## src/core/pir_pkg.sv

```systemverilog
// Constants, register map and field layout of the priority interrupt router
// Overview of operation
// - Each of the 56 request inputs is level-active and its polarity bit picks the active level.
// - Each input has a software request bit that raises its interrupt without the peripheral.
// - Software can read every input's state after polarity and before priority masking.
// - Each input has a target bit: 0 routes it to the fast line and 1 to the normal line.
// - Masking is per target: a request's priority is compared with its own target's threshold.
// - A request with priority 0 is masked and never interrupts either target.
// - Software sets each request's priority from 1, lowest urgency, to 15, highest urgency.
// - A vector register names the pending request chosen for service on each target.
// - Software may raise a target's threshold in a handler so only higher levels nest in.
// - All logic runs synchronously on the router branch clock.
package pir_pkg;

  localparam int PIR_NUM_IN  = 56;
  localparam int PIR_PRIO_W  = 4;
  localparam int PIR_IDX_W   = 6;
  localparam int PIR_ADDR_W  = 12;
  localparam int PIR_DATA_W  = 32;
  localparam int PIR_HI_W    = PIR_NUM_IN - 32;

  // Register byte offsets
  localparam logic [11:0] PIR_OFS_RAW_LO   = 12'h000;
  localparam logic [11:0] PIR_OFS_RAW_HI   = 12'h004;
  localparam logic [11:0] PIR_OFS_POL_LO   = 12'h008;
  localparam logic [11:0] PIR_OFS_POL_HI   = 12'h00C;
  localparam logic [11:0] PIR_OFS_SWR_LO   = 12'h010;
  localparam logic [11:0] PIR_OFS_SWR_HI   = 12'h014;
  localparam logic [11:0] PIR_OFS_THR_FAST = 12'h018;
  localparam logic [11:0] PIR_OFS_THR_NORM = 12'h01C;
  localparam logic [11:0] PIR_OFS_VEC_FAST = 12'h020;
  localparam logic [11:0] PIR_OFS_VEC_NORM = 12'h024;
  localparam logic [11:0] PIR_OFS_EVT_STAT = 12'h028;
  localparam logic [11:0] PIR_OFS_EVT_MASK = 12'h02C;
  localparam logic [11:0] PIR_OFS_CFG_BASE = 12'h100;

  // Field positions
  localparam int PIR_CFG_PRIO_LSB = 0;
  localparam int PIR_CFG_TGT_BIT  = 8;
  localparam int PIR_VEC_IDX_LSB  = 0;
  localparam int PIR_VEC_LVL_LSB  = 8;
  localparam int PIR_VEC_VLD_BIT  = 31;
  localparam int PIR_EVT_FAST_BIT = 0;
  localparam int PIR_EVT_NORM_BIT = 1;
  localparam int PIR_EVT_W        = 2;

  // Target encodings and reset values
  localparam logic              PIR_TGT_FAST   = 1'b0;
  localparam logic              PIR_TGT_NORM   = 1'b1;
  localparam logic [3:0]        PIR_RST_PRIO   = 4'h0;
  localparam logic [3:0]        PIR_RST_THR    = 4'h0;
  localparam logic              PIR_RST_TGT    = 1'b1;
  localparam logic [55:0]       PIR_RST_POL    = 56'h00_0000_0000_0000;
  localparam logic [55:0]       PIR_RST_SWR    = 56'h00_0000_0000_0000;
  localparam logic [1:0]        PIR_RST_EVT    = 2'h0;

  // Per-input configuration word: hit flag and input index
  function automatic logic pir_cfg_hit(input logic [11:0] addr);
    logic [11:0] rel;
    rel = addr - PIR_OFS_CFG_BASE;
    return (addr >= PIR_OFS_CFG_BASE) && (rel[1:0] == 2'h0)
           && (rel[11:2] < 10'(PIR_NUM_IN));
  endfunction

  function automatic logic [5:0] pir_cfg_idx(input logic [11:0] addr);
    logic [11:0] rel;
    rel = addr - PIR_OFS_CFG_BASE;
    return rel[7:2];
  endfunction

endpackage

```

## src/core/pir_router.sv

```systemverilog
// Priority interrupt router top: APB registers, routing, vectors and lines
`timescale 1ns/1ps
module pir_router (
  // Clock, reset and enable
  input  wire logic                              CLK_SYS,
  input  wire logic                              SYS_RST,
  input  wire logic                              CE,
  // APB slave
  input  wire logic                              PSEL,
  input  wire logic                              PENABLE,
  input  wire logic                              PWRITE,
  input  wire logic [pir_pkg::PIR_ADDR_W-1:0]    PADDR,
  input  wire logic [pir_pkg::PIR_DATA_W-1:0]    PWDATA,
  output logic      [pir_pkg::PIR_DATA_W-1:0]    PRDATA,
  output logic                                   PREADY,
  output logic                                   PSLVERR,
  // Peripheral requests
  input  wire logic [pir_pkg::PIR_NUM_IN-1:0]    IRQ_REQ,
  // Fast interrupt line
  output logic                                   FAST_IRQ,
  output logic                                   FAST_VEC_VLD,
  output logic      [pir_pkg::PIR_IDX_W-1:0]     FAST_VEC,
  // Normal interrupt line
  output logic                                   NORM_IRQ,
  output logic                                   NORM_VEC_VLD,
  output logic      [pir_pkg::PIR_IDX_W-1:0]     NORM_VEC,
  // Event interrupt
  output logic                                   EVT_IRQ
);
  import pir_pkg::*;

  // Stored configuration
  logic [PIR_NUM_IN-1:0]                 pol;
  logic [PIR_NUM_IN-1:0]                 sw_req;
  logic [PIR_NUM_IN-1:0][PIR_PRIO_W-1:0] prio;
  logic [PIR_NUM_IN-1:0]                 tgt;
  logic [PIR_PRIO_W-1:0]                 thr_fast;
  logic [PIR_PRIO_W-1:0]                 thr_norm;
  logic [PIR_EVT_W-1:0]                  evt_stat;
  logic [PIR_EVT_W-1:0]                  evt_mask;

  // Registered results
  logic                                  fast_hit_q;
  logic                                  norm_hit_q;
  logic [PIR_IDX_W-1:0]                  fast_idx_q;
  logic [PIR_IDX_W-1:0]                  norm_idx_q;
  logic [PIR_PRIO_W-1:0]                 fast_lvl_q;
  logic [PIR_PRIO_W-1:0]                 norm_lvl_q;
  logic [PIR_DATA_W-1:0]                 rdata;

  // Combinational results
  logic [PIR_NUM_IN-1:0]                 pend;
  logic [PIR_NUM_IN-1:0]                 cand_fast;
  logic [PIR_NUM_IN-1:0]                 cand_norm;
  logic                                  fast_hit;
  logic                                  norm_hit;
  logic [PIR_IDX_W-1:0]                  fast_idx;
  logic [PIR_IDX_W-1:0]                  norm_idx;
  logic [PIR_PRIO_W-1:0]                 fast_lvl;
  logic [PIR_PRIO_W-1:0]                 norm_lvl;

  // Request conditioning
  pir_req_cond u_cond (
    .req_in (IRQ_REQ),
    .pol    (pol),
    .sw_req (sw_req),
    .pend   (pend)
  );

  // Routing of each pending request to one target
  assign cand_fast = pend & ~tgt;
  assign cand_norm = pend & tgt;

  // Selection per target, each against its own threshold
  pir_prio_sel u_sel_fast (
    .cand (cand_fast),
    .prio (prio),
    .thr  (thr_fast),
    .hit  (fast_hit),
    .idx  (fast_idx),
    .lvl  (fast_lvl)
  );

  pir_prio_sel u_sel_norm (
    .cand (cand_norm),
    .prio (prio),
    .thr  (thr_norm),
    .hit  (norm_hit),
    .idx  (norm_idx),
    .lvl  (norm_lvl)
  );

  // APB decode
  wire       acc_phase = PSEL & PENABLE & CE;
  wire       setup     = PSEL & ~PENABLE & CE;
  wire       a_raw_lo  = (PADDR == PIR_OFS_RAW_LO);
  wire       a_raw_hi  = (PADDR == PIR_OFS_RAW_HI);
  wire       a_pol_lo  = (PADDR == PIR_OFS_POL_LO);
  wire       a_pol_hi  = (PADDR == PIR_OFS_POL_HI);
  wire       a_swr_lo  = (PADDR == PIR_OFS_SWR_LO);
  wire       a_swr_hi  = (PADDR == PIR_OFS_SWR_HI);
  wire       a_thr_f   = (PADDR == PIR_OFS_THR_FAST);
  wire       a_thr_n   = (PADDR == PIR_OFS_THR_NORM);
  wire       a_vec_f   = (PADDR == PIR_OFS_VEC_FAST);
  wire       a_vec_n   = (PADDR == PIR_OFS_VEC_NORM);
  wire       a_stat    = (PADDR == PIR_OFS_EVT_STAT);
  wire       a_mask    = (PADDR == PIR_OFS_EVT_MASK);
  wire       a_cfg     = pir_cfg_hit(PADDR);
  wire [5:0] cfg_idx   = pir_cfg_idx(PADDR);

  wire       mapped    = a_raw_lo | a_raw_hi | a_pol_lo | a_pol_hi
                       | a_swr_lo | a_swr_hi | a_thr_f | a_thr_n
                       | a_vec_f | a_vec_n | a_stat | a_mask | a_cfg;

  // Writes land only at the completing edge of a mapped access
  wire       wr_en     = acc_phase & PWRITE & mapped;

  // Zero wait states while enabled; a frozen block stalls the bus
  assign PREADY  = CE;
  assign PSLVERR = PSEL & PENABLE & ~mapped;
  assign PRDATA  = rdata;

  // Per-input configuration word as read back
  wire [PIR_DATA_W-1:0] cfg_word =
    (32'(prio[cfg_idx]) << PIR_CFG_PRIO_LSB) | (32'(tgt[cfg_idx]) << PIR_CFG_TGT_BIT);

  // Vector words
  wire [PIR_DATA_W-1:0] vec_f_word =
    (32'(fast_hit_q) << PIR_VEC_VLD_BIT) | (32'(fast_lvl_q) << PIR_VEC_LVL_LSB)
    | (32'(fast_idx_q) << PIR_VEC_IDX_LSB);
  wire [PIR_DATA_W-1:0] vec_n_word =
    (32'(norm_hit_q) << PIR_VEC_VLD_BIT) | (32'(norm_lvl_q) << PIR_VEC_LVL_LSB)
    | (32'(norm_idx_q) << PIR_VEC_IDX_LSB);

  // Read multiplexer; unmapped addresses read zero
  wire [PIR_DATA_W-1:0] next_rdata =
      a_raw_lo ? pend[31:0]
    : a_raw_hi ? 32'(pend[PIR_NUM_IN-1:32])
    : a_pol_lo ? pol[31:0]
    : a_pol_hi ? 32'(pol[PIR_NUM_IN-1:32])
    : a_swr_lo ? sw_req[31:0]
    : a_swr_hi ? 32'(sw_req[PIR_NUM_IN-1:32])
    : a_thr_f  ? 32'(thr_fast)
    : a_thr_n  ? 32'(thr_norm)
    : a_vec_f  ? vec_f_word
    : a_vec_n  ? vec_n_word
    : a_stat   ? 32'(evt_stat)
    : a_mask   ? 32'(evt_mask)
    : a_cfg    ? cfg_word
    : 32'h0000_0000;

  // Read data is captured in the setup cycle
  always_ff @(posedge CLK_SYS) begin
    if (SYS_RST) begin
      rdata <= 32'h0000_0000;
    end else if (setup) begin
      rdata <= next_rdata;
    end
  end

  // Polarity and software request registers
  wire [PIR_NUM_IN-1:0] next_pol =
    {a_pol_hi ? PWDATA[PIR_HI_W-1:0] : pol[PIR_NUM_IN-1:32],
     a_pol_lo ? PWDATA : pol[31:0]};
  wire [PIR_NUM_IN-1:0] next_sw_req =
    {a_swr_hi ? PWDATA[PIR_HI_W-1:0] : sw_req[PIR_NUM_IN-1:32],
     a_swr_lo ? PWDATA : sw_req[31:0]};

  always_ff @(posedge CLK_SYS) begin
    if (SYS_RST) begin
      pol    <= PIR_RST_POL;
      sw_req <= PIR_RST_SWR;
    end else if (wr_en) begin
      pol    <= next_pol;
      sw_req <= next_sw_req;
    end
  end

  // Thresholds; software raises them to allow nesting
  always_ff @(posedge CLK_SYS) begin
    if (SYS_RST) begin
      thr_fast <= PIR_RST_THR;
      thr_norm <= PIR_RST_THR;
    end else if (wr_en) begin
      if (a_thr_f) begin
        thr_fast <= PWDATA[PIR_PRIO_W-1:0];
      end
      if (a_thr_n) begin
        thr_norm <= PWDATA[PIR_PRIO_W-1:0];
      end
    end
  end

  // Per-input priority and target
  genvar g;
  generate
    for (g = 0; g < PIR_NUM_IN; g++) begin : g_cfg
      wire sel = wr_en & a_cfg & (cfg_idx == 6'(g));
      always_ff @(posedge CLK_SYS) begin
        if (SYS_RST) begin
          prio[g] <= PIR_RST_PRIO;
          tgt[g]  <= PIR_RST_TGT;
        end else if (sel) begin
          prio[g] <= PWDATA[PIR_CFG_PRIO_LSB +: PIR_PRIO_W];
          tgt[g]  <= PWDATA[PIR_CFG_TGT_BIT];
        end
      end
    end
  endgenerate

  // Lines and vectors follow the selection one edge later
  always_ff @(posedge CLK_SYS) begin
    if (SYS_RST) begin
      fast_hit_q <= 1'b0;
      norm_hit_q <= 1'b0;
      fast_idx_q <= '0;
      norm_idx_q <= '0;
      fast_lvl_q <= '0;
      norm_lvl_q <= '0;
    end else if (CE) begin
      fast_hit_q <= fast_hit;
      norm_hit_q <= norm_hit;
      fast_idx_q <= fast_idx;
      norm_idx_q <= norm_idx;
      fast_lvl_q <= fast_lvl;
      norm_lvl_q <= norm_lvl;
    end
  end

  assign FAST_IRQ     = fast_hit_q;
  assign NORM_IRQ     = norm_hit_q;
  assign FAST_VEC_VLD = fast_hit_q;
  assign NORM_VEC_VLD = norm_hit_q;
  assign FAST_VEC     = fast_idx_q;
  assign NORM_VEC     = norm_idx_q;

  // Line assertion events; a set in the clearing cycle wins
  wire [PIR_EVT_W-1:0] evt_set = {norm_hit & ~norm_hit_q, fast_hit & ~fast_hit_q};
  wire [PIR_EVT_W-1:0] evt_clr = (wr_en & a_stat) ? PWDATA[PIR_EVT_W-1:0] : '0;
  wire [PIR_EVT_W-1:0] next_evt_stat = (evt_stat & ~evt_clr) | evt_set;

  always_ff @(posedge CLK_SYS) begin
    if (SYS_RST) begin
      evt_stat <= PIR_RST_EVT;
      evt_mask <= PIR_RST_EVT;
    end else if (CE) begin
      evt_stat <= next_evt_stat;
      if (wr_en && a_mask) begin
        evt_mask <= PWDATA[PIR_EVT_W-1:0];
      end
    end
  end

  assign EVT_IRQ = |(evt_stat & evt_mask);

endmodule

```

## src/core/pir_req_cond.sv

```systemverilog
// Request conditioning: polarity and software requests per input
`timescale 1ns/1ps
module pir_req_cond (
  // Peripheral side
  input  wire logic [pir_pkg::PIR_NUM_IN-1:0] req_in,
  // Software controls
  input  wire logic [pir_pkg::PIR_NUM_IN-1:0] pol,
  input  wire logic [pir_pkg::PIR_NUM_IN-1:0] sw_req,
  // Conditioned requests
  output logic      [pir_pkg::PIR_NUM_IN-1:0] pend
);
  import pir_pkg::*;

  genvar g;
  generate
    for (g = 0; g < PIR_NUM_IN; g++) begin : g_in
      // Polarity bit set means the low level requests
      assign pend[g] = (req_in[g] ^ pol[g]) | sw_req[g];
    end
  endgenerate

endmodule

```

## src/core/pir_prio_sel.sv

```systemverilog
// Per-target selection of the most urgent request above a threshold
`timescale 1ns/1ps
module pir_prio_sel (
  // Candidates routed to this target
  input  wire logic [pir_pkg::PIR_NUM_IN-1:0]                        cand,
  input  wire logic [pir_pkg::PIR_NUM_IN-1:0][pir_pkg::PIR_PRIO_W-1:0] prio,
  input  wire logic [pir_pkg::PIR_PRIO_W-1:0]                        thr,
  // Selection result
  output logic                                                       hit,
  output logic      [pir_pkg::PIR_IDX_W-1:0]                         idx,
  output logic      [pir_pkg::PIR_PRIO_W-1:0]                        lvl
);
  import pir_pkg::*;

  // Strict compare keeps the lowest index on equal levels; a level must
  // exceed the threshold, so level 0 never wins
  always_comb begin
    hit = 1'b0;
    idx = '0;
    lvl = thr;
    for (int i = 0; i < PIR_NUM_IN; i++) begin
      if (cand[i] && (prio[i] > lvl)) begin
        hit = 1'b1;
        idx = PIR_IDX_W'(i);
        lvl = prio[i];
      end
    end
  end

endmodule

```

## config.mk

```make
export PLATFORM = sky130hd
export DESIGN_NAME = pir_router
export DESIGN_NICKNAME = d
export VERILOG_FILES = /design/src/core/pir_pkg.sv /design/src/core/pir_router.sv /design/src/core/pir_req_cond.sv /design/src/core/pir_prio_sel.sv
export SDC_FILE = /design/constraint.sdc
export NUM_CORES = 2
export LEC_CHECK = 0
export ABC_AREA = 0
export BUFFER_PORTS_ARGS = -buffer_cell sky130_fd_sc_hd__buf_2
export CORE_MARGIN = 8
export CORE_UTILIZATION = 57
export DETAILED_ROUTE_END_ITERATION = 7
export PLACE_DENSITY = 0.74
export SKIP_CTS_REPAIR_TIMING = 1
export SLEW_MARGIN = 10
export SYNTH_ARGS = -nofsm -noshare
export SYNTH_HDL_FRONTEND = slang
export SYNTH_SLANG_ARGS = --single-unit
```

## constraint.sdc

```tcl
create_clock -name CLK_SYS -period 156.2 [get_ports CLK_SYS]
set_clock_uncertainty 0.15 [all_clocks]
set_input_delay 7.81 -clock CLK_SYS [delete_from_list [all_inputs] [get_ports CLK_SYS]]
set_output_delay 7.81 -clock CLK_SYS [all_outputs]
set_load 0.005 [all_outputs]
```

==> results.md <==
- Worst path max stage delay: slightly above 900 ps
- Util after Layout: 60.5%
- Slew @ Worst Pin: 1280 ps
- Max Slew Vio Count: 0
- Run status: complete, no violations
- Clock latency on the worst-skew pair: 630 ps
- First DRT Iteration DRCs: 6505
- Layout cells sized above 1: 10.9%
- Via count: 49773
- Storage cell area: 9170 sq um
- Worst endpoint required time: 156510 ps
- Setup Viol. Count Final: 0
- DPL Wire Length: 140000 microns
- Min Tclk post-route: 102740 ps
- Crit. End Element: register
- Period utilisation layout: 65.8%
- CTS Buf Count: 50
- Worst Path Arrival: 103050 ps
- Nets: 6594
- CTS Buffer Depth: 3
- Area of the multi-input gates: around 35000 sq um
- Number of global-route vias before repair: 45302
- Synth Cell Area: about 47000 sq um
- RSZ-0062 raised after global routing: false
- CTS tree: done
- Area delta synth->final: 5.71%
- Syn_nets: 6636
- CTS root buf: clkbuf_16
- Residual DRC count: 0
- Die Ht: 302 microns
- Register bit total from synthesis: roughly 460
- Dominant synthesized flop cell: dfxtp_1
- HP Class: register to register
- GRT Residual Overflow: 0
- Initial Util: 57.2%
- Dpl ws: 54710 ps
- Port Buffer Count: 156
- Clock Sinks: approximately 460
- Max-cap violations: 0
- Rel. slew slack: 14.7%
- Die X: roughly 300 microns
- Setup ws final: 53460 ps
- Most frequent cells in the layout: nand2_1 (855), nor2_1 (619), a21oi_1 (476)
- DRT Pass-1 Iters: 6
- Fillers: 7587
- Rows: 105
- CP max-delay cell: a2111oi_1
- Netlist cell types: 164
- Fraction of registers with async set/reset: 0%
- Largest net degree at the start of global routing: between 200 and 250
- First-pass GRT wire length: 275000 microns
- Syn_area_per_cell: 7.47 sq um
- Most frequent cell on the critical path: ha_1
- Clock transition at path regs: 60 ps
- Setup TNS: 0 ps
- Post-route cell area: between 40000 and 50000 sq um
- Crit Path Max Fanout: 12
- Max Fclk: 9.73 MHz
- Die area: 91100 sq um
- Most common cell after layout, fill and taps aside: nand2_1
- Avg WL per Cell: 25.1 microns
- EDFF count, synth: 0
- Synth warnings: 0
- Antenna Nets Post-Route: 0
- Hold Violations, Final: 0
- WS Path Type: primary input to register
- Via density: ~6.8
- Global-route usage over all layers: 38.2%
- Setup crit start kind: primary input
- Final GP Congestion: 1.08
- Final wirelength: 183000 microns
- DP Area: approximately 48000 sq um
- Core Footprint: 81500 sq um
- Synth Instances: 6239
- Initial antenna violation count: 17
- # IOs: roughly 160
- Sequential fraction of the synthesis area: a little under 20%
- H-tree depth: 2
through the flow:
step | hold slack (ps) | cells
floorplan | 295 | 6239
global placement | 293 | 7215
detailed placement | 299 | 7215
CTS | 306 | 7298
global route | 333 | 7299
finish | 299 | 7304
cell families after synthesis:
| logic type | Yosys count | synth area share, % |
|---|---|---|
| xor gates and xnor gates | 153 | 2.93 |
| adders and majority gates | 330 | 8.65 |
| and+or+nand+nor | 2278 | 22.6 |
| buffers and inverters | 662 | 6.11 |
| AOI/OAI and AO/OA | 1929 | 28.1 |
| DFF | 458 | 19.7 |
| muxes | 429 | 11.9 |
cells in the mapped netlist, drive strengths merged (29+ instances only):
master     n  share of area [%]
ha       291                7.8
nor3     120                1.3
or2       51               0.70
nand4     49               0.67
nor2     626                5.1
a31oi     86                1.3
o21ai    515                5.6
buf      100                1.4
o2111ai   29               0.55
and3      59               0.83
nand2b    43               0.58
a211oi    74                1.3
xor2      66                1.2
mux2     103                2.6
inv      362                2.9
o211ai    59                1.1
nor2b     69               0.93
o31ai     41               0.78
a221oi    35               0.70
a21oi    485                5.3
a211o     41               0.78
nand3    180                2.0
nand2    859                6.9
clkbuf   187                1.6
a22oi     34               0.58
mux4      85                4.1
xnor2     87                1.7
and2      69               0.95
a21o      82                1.3
dfxtp    458                 20
maj3      39               0.84
mux2i    241                5.3
o21a      64                1.0
state kept, by name, summed over array words and instances, names as in the netlist, 6 cells and up:
register,cells
FAST_VEC,6
PRDATA,32
NORM_VEC,6
pol,56
prio,224
sw_req,56
tgt,56
metal layers:
metal / track usage, % / routed length (microns) / part of all wire [%] / vias up
met5: 0 / 115 / 0.063 / -
met4: 18.0 / 10600 / 5.8 / 18
met3: 9.46 / 20800 / 11 / 549
met2: 59.4 / 78700 / 43 / 2844
met1: 49.7 / 72900 / 40 / 23590
li1: - / - / - / 22772
critical path: cells and delay by family:
family          cells  cell delay (ps)
compound gates    186            41170
xor+xnor            1              200
fa+ha+maj          72            19910
buf+inv            28             2140
mux                31            10870
simple gates      100            20770
final cells by class:
| type | count | share of cell area (%) |
|---|---|---|
| flip-flops and latches | 458 | 18.6 |
| repair buffers | 203 | 2.36 |
| diodes | 6 | 0.0305 |
| multi-input cells | 5119 | 70.3 |
| clock inverters | 15 | 0.307 |
| well taps | 1070 | 2.72 |
| clock buffers | 68 | 2.92 |
| inverters | 365 | 2.78 |
final timing paths:
kind	start	slack [ps]	depth (start not counted)	to
worst max register to register	thr_fast[3]$_SDFFE_PP0P_	59880	419	FAST_IRQ$_SDFFE_PP0P_
worst min register to register	PRDATA[5]$_SDFFE_PP0P_	300	2	PRDATA[5]$_SDFFE_PP0P_
worst min-delay path	PRDATA[5]$_SDFFE_PP0P_	300	2	PRDATA[5]$_SDFFE_PP0P_
worst max-delay path	IRQ_REQ[0]	53460	418	FAST_IRQ$_SDFFE_PP0P_
Power is left out: the tool's default activity adds up to more than one toggle a clock period on the data nets, which glitch-free logic cannot reach.
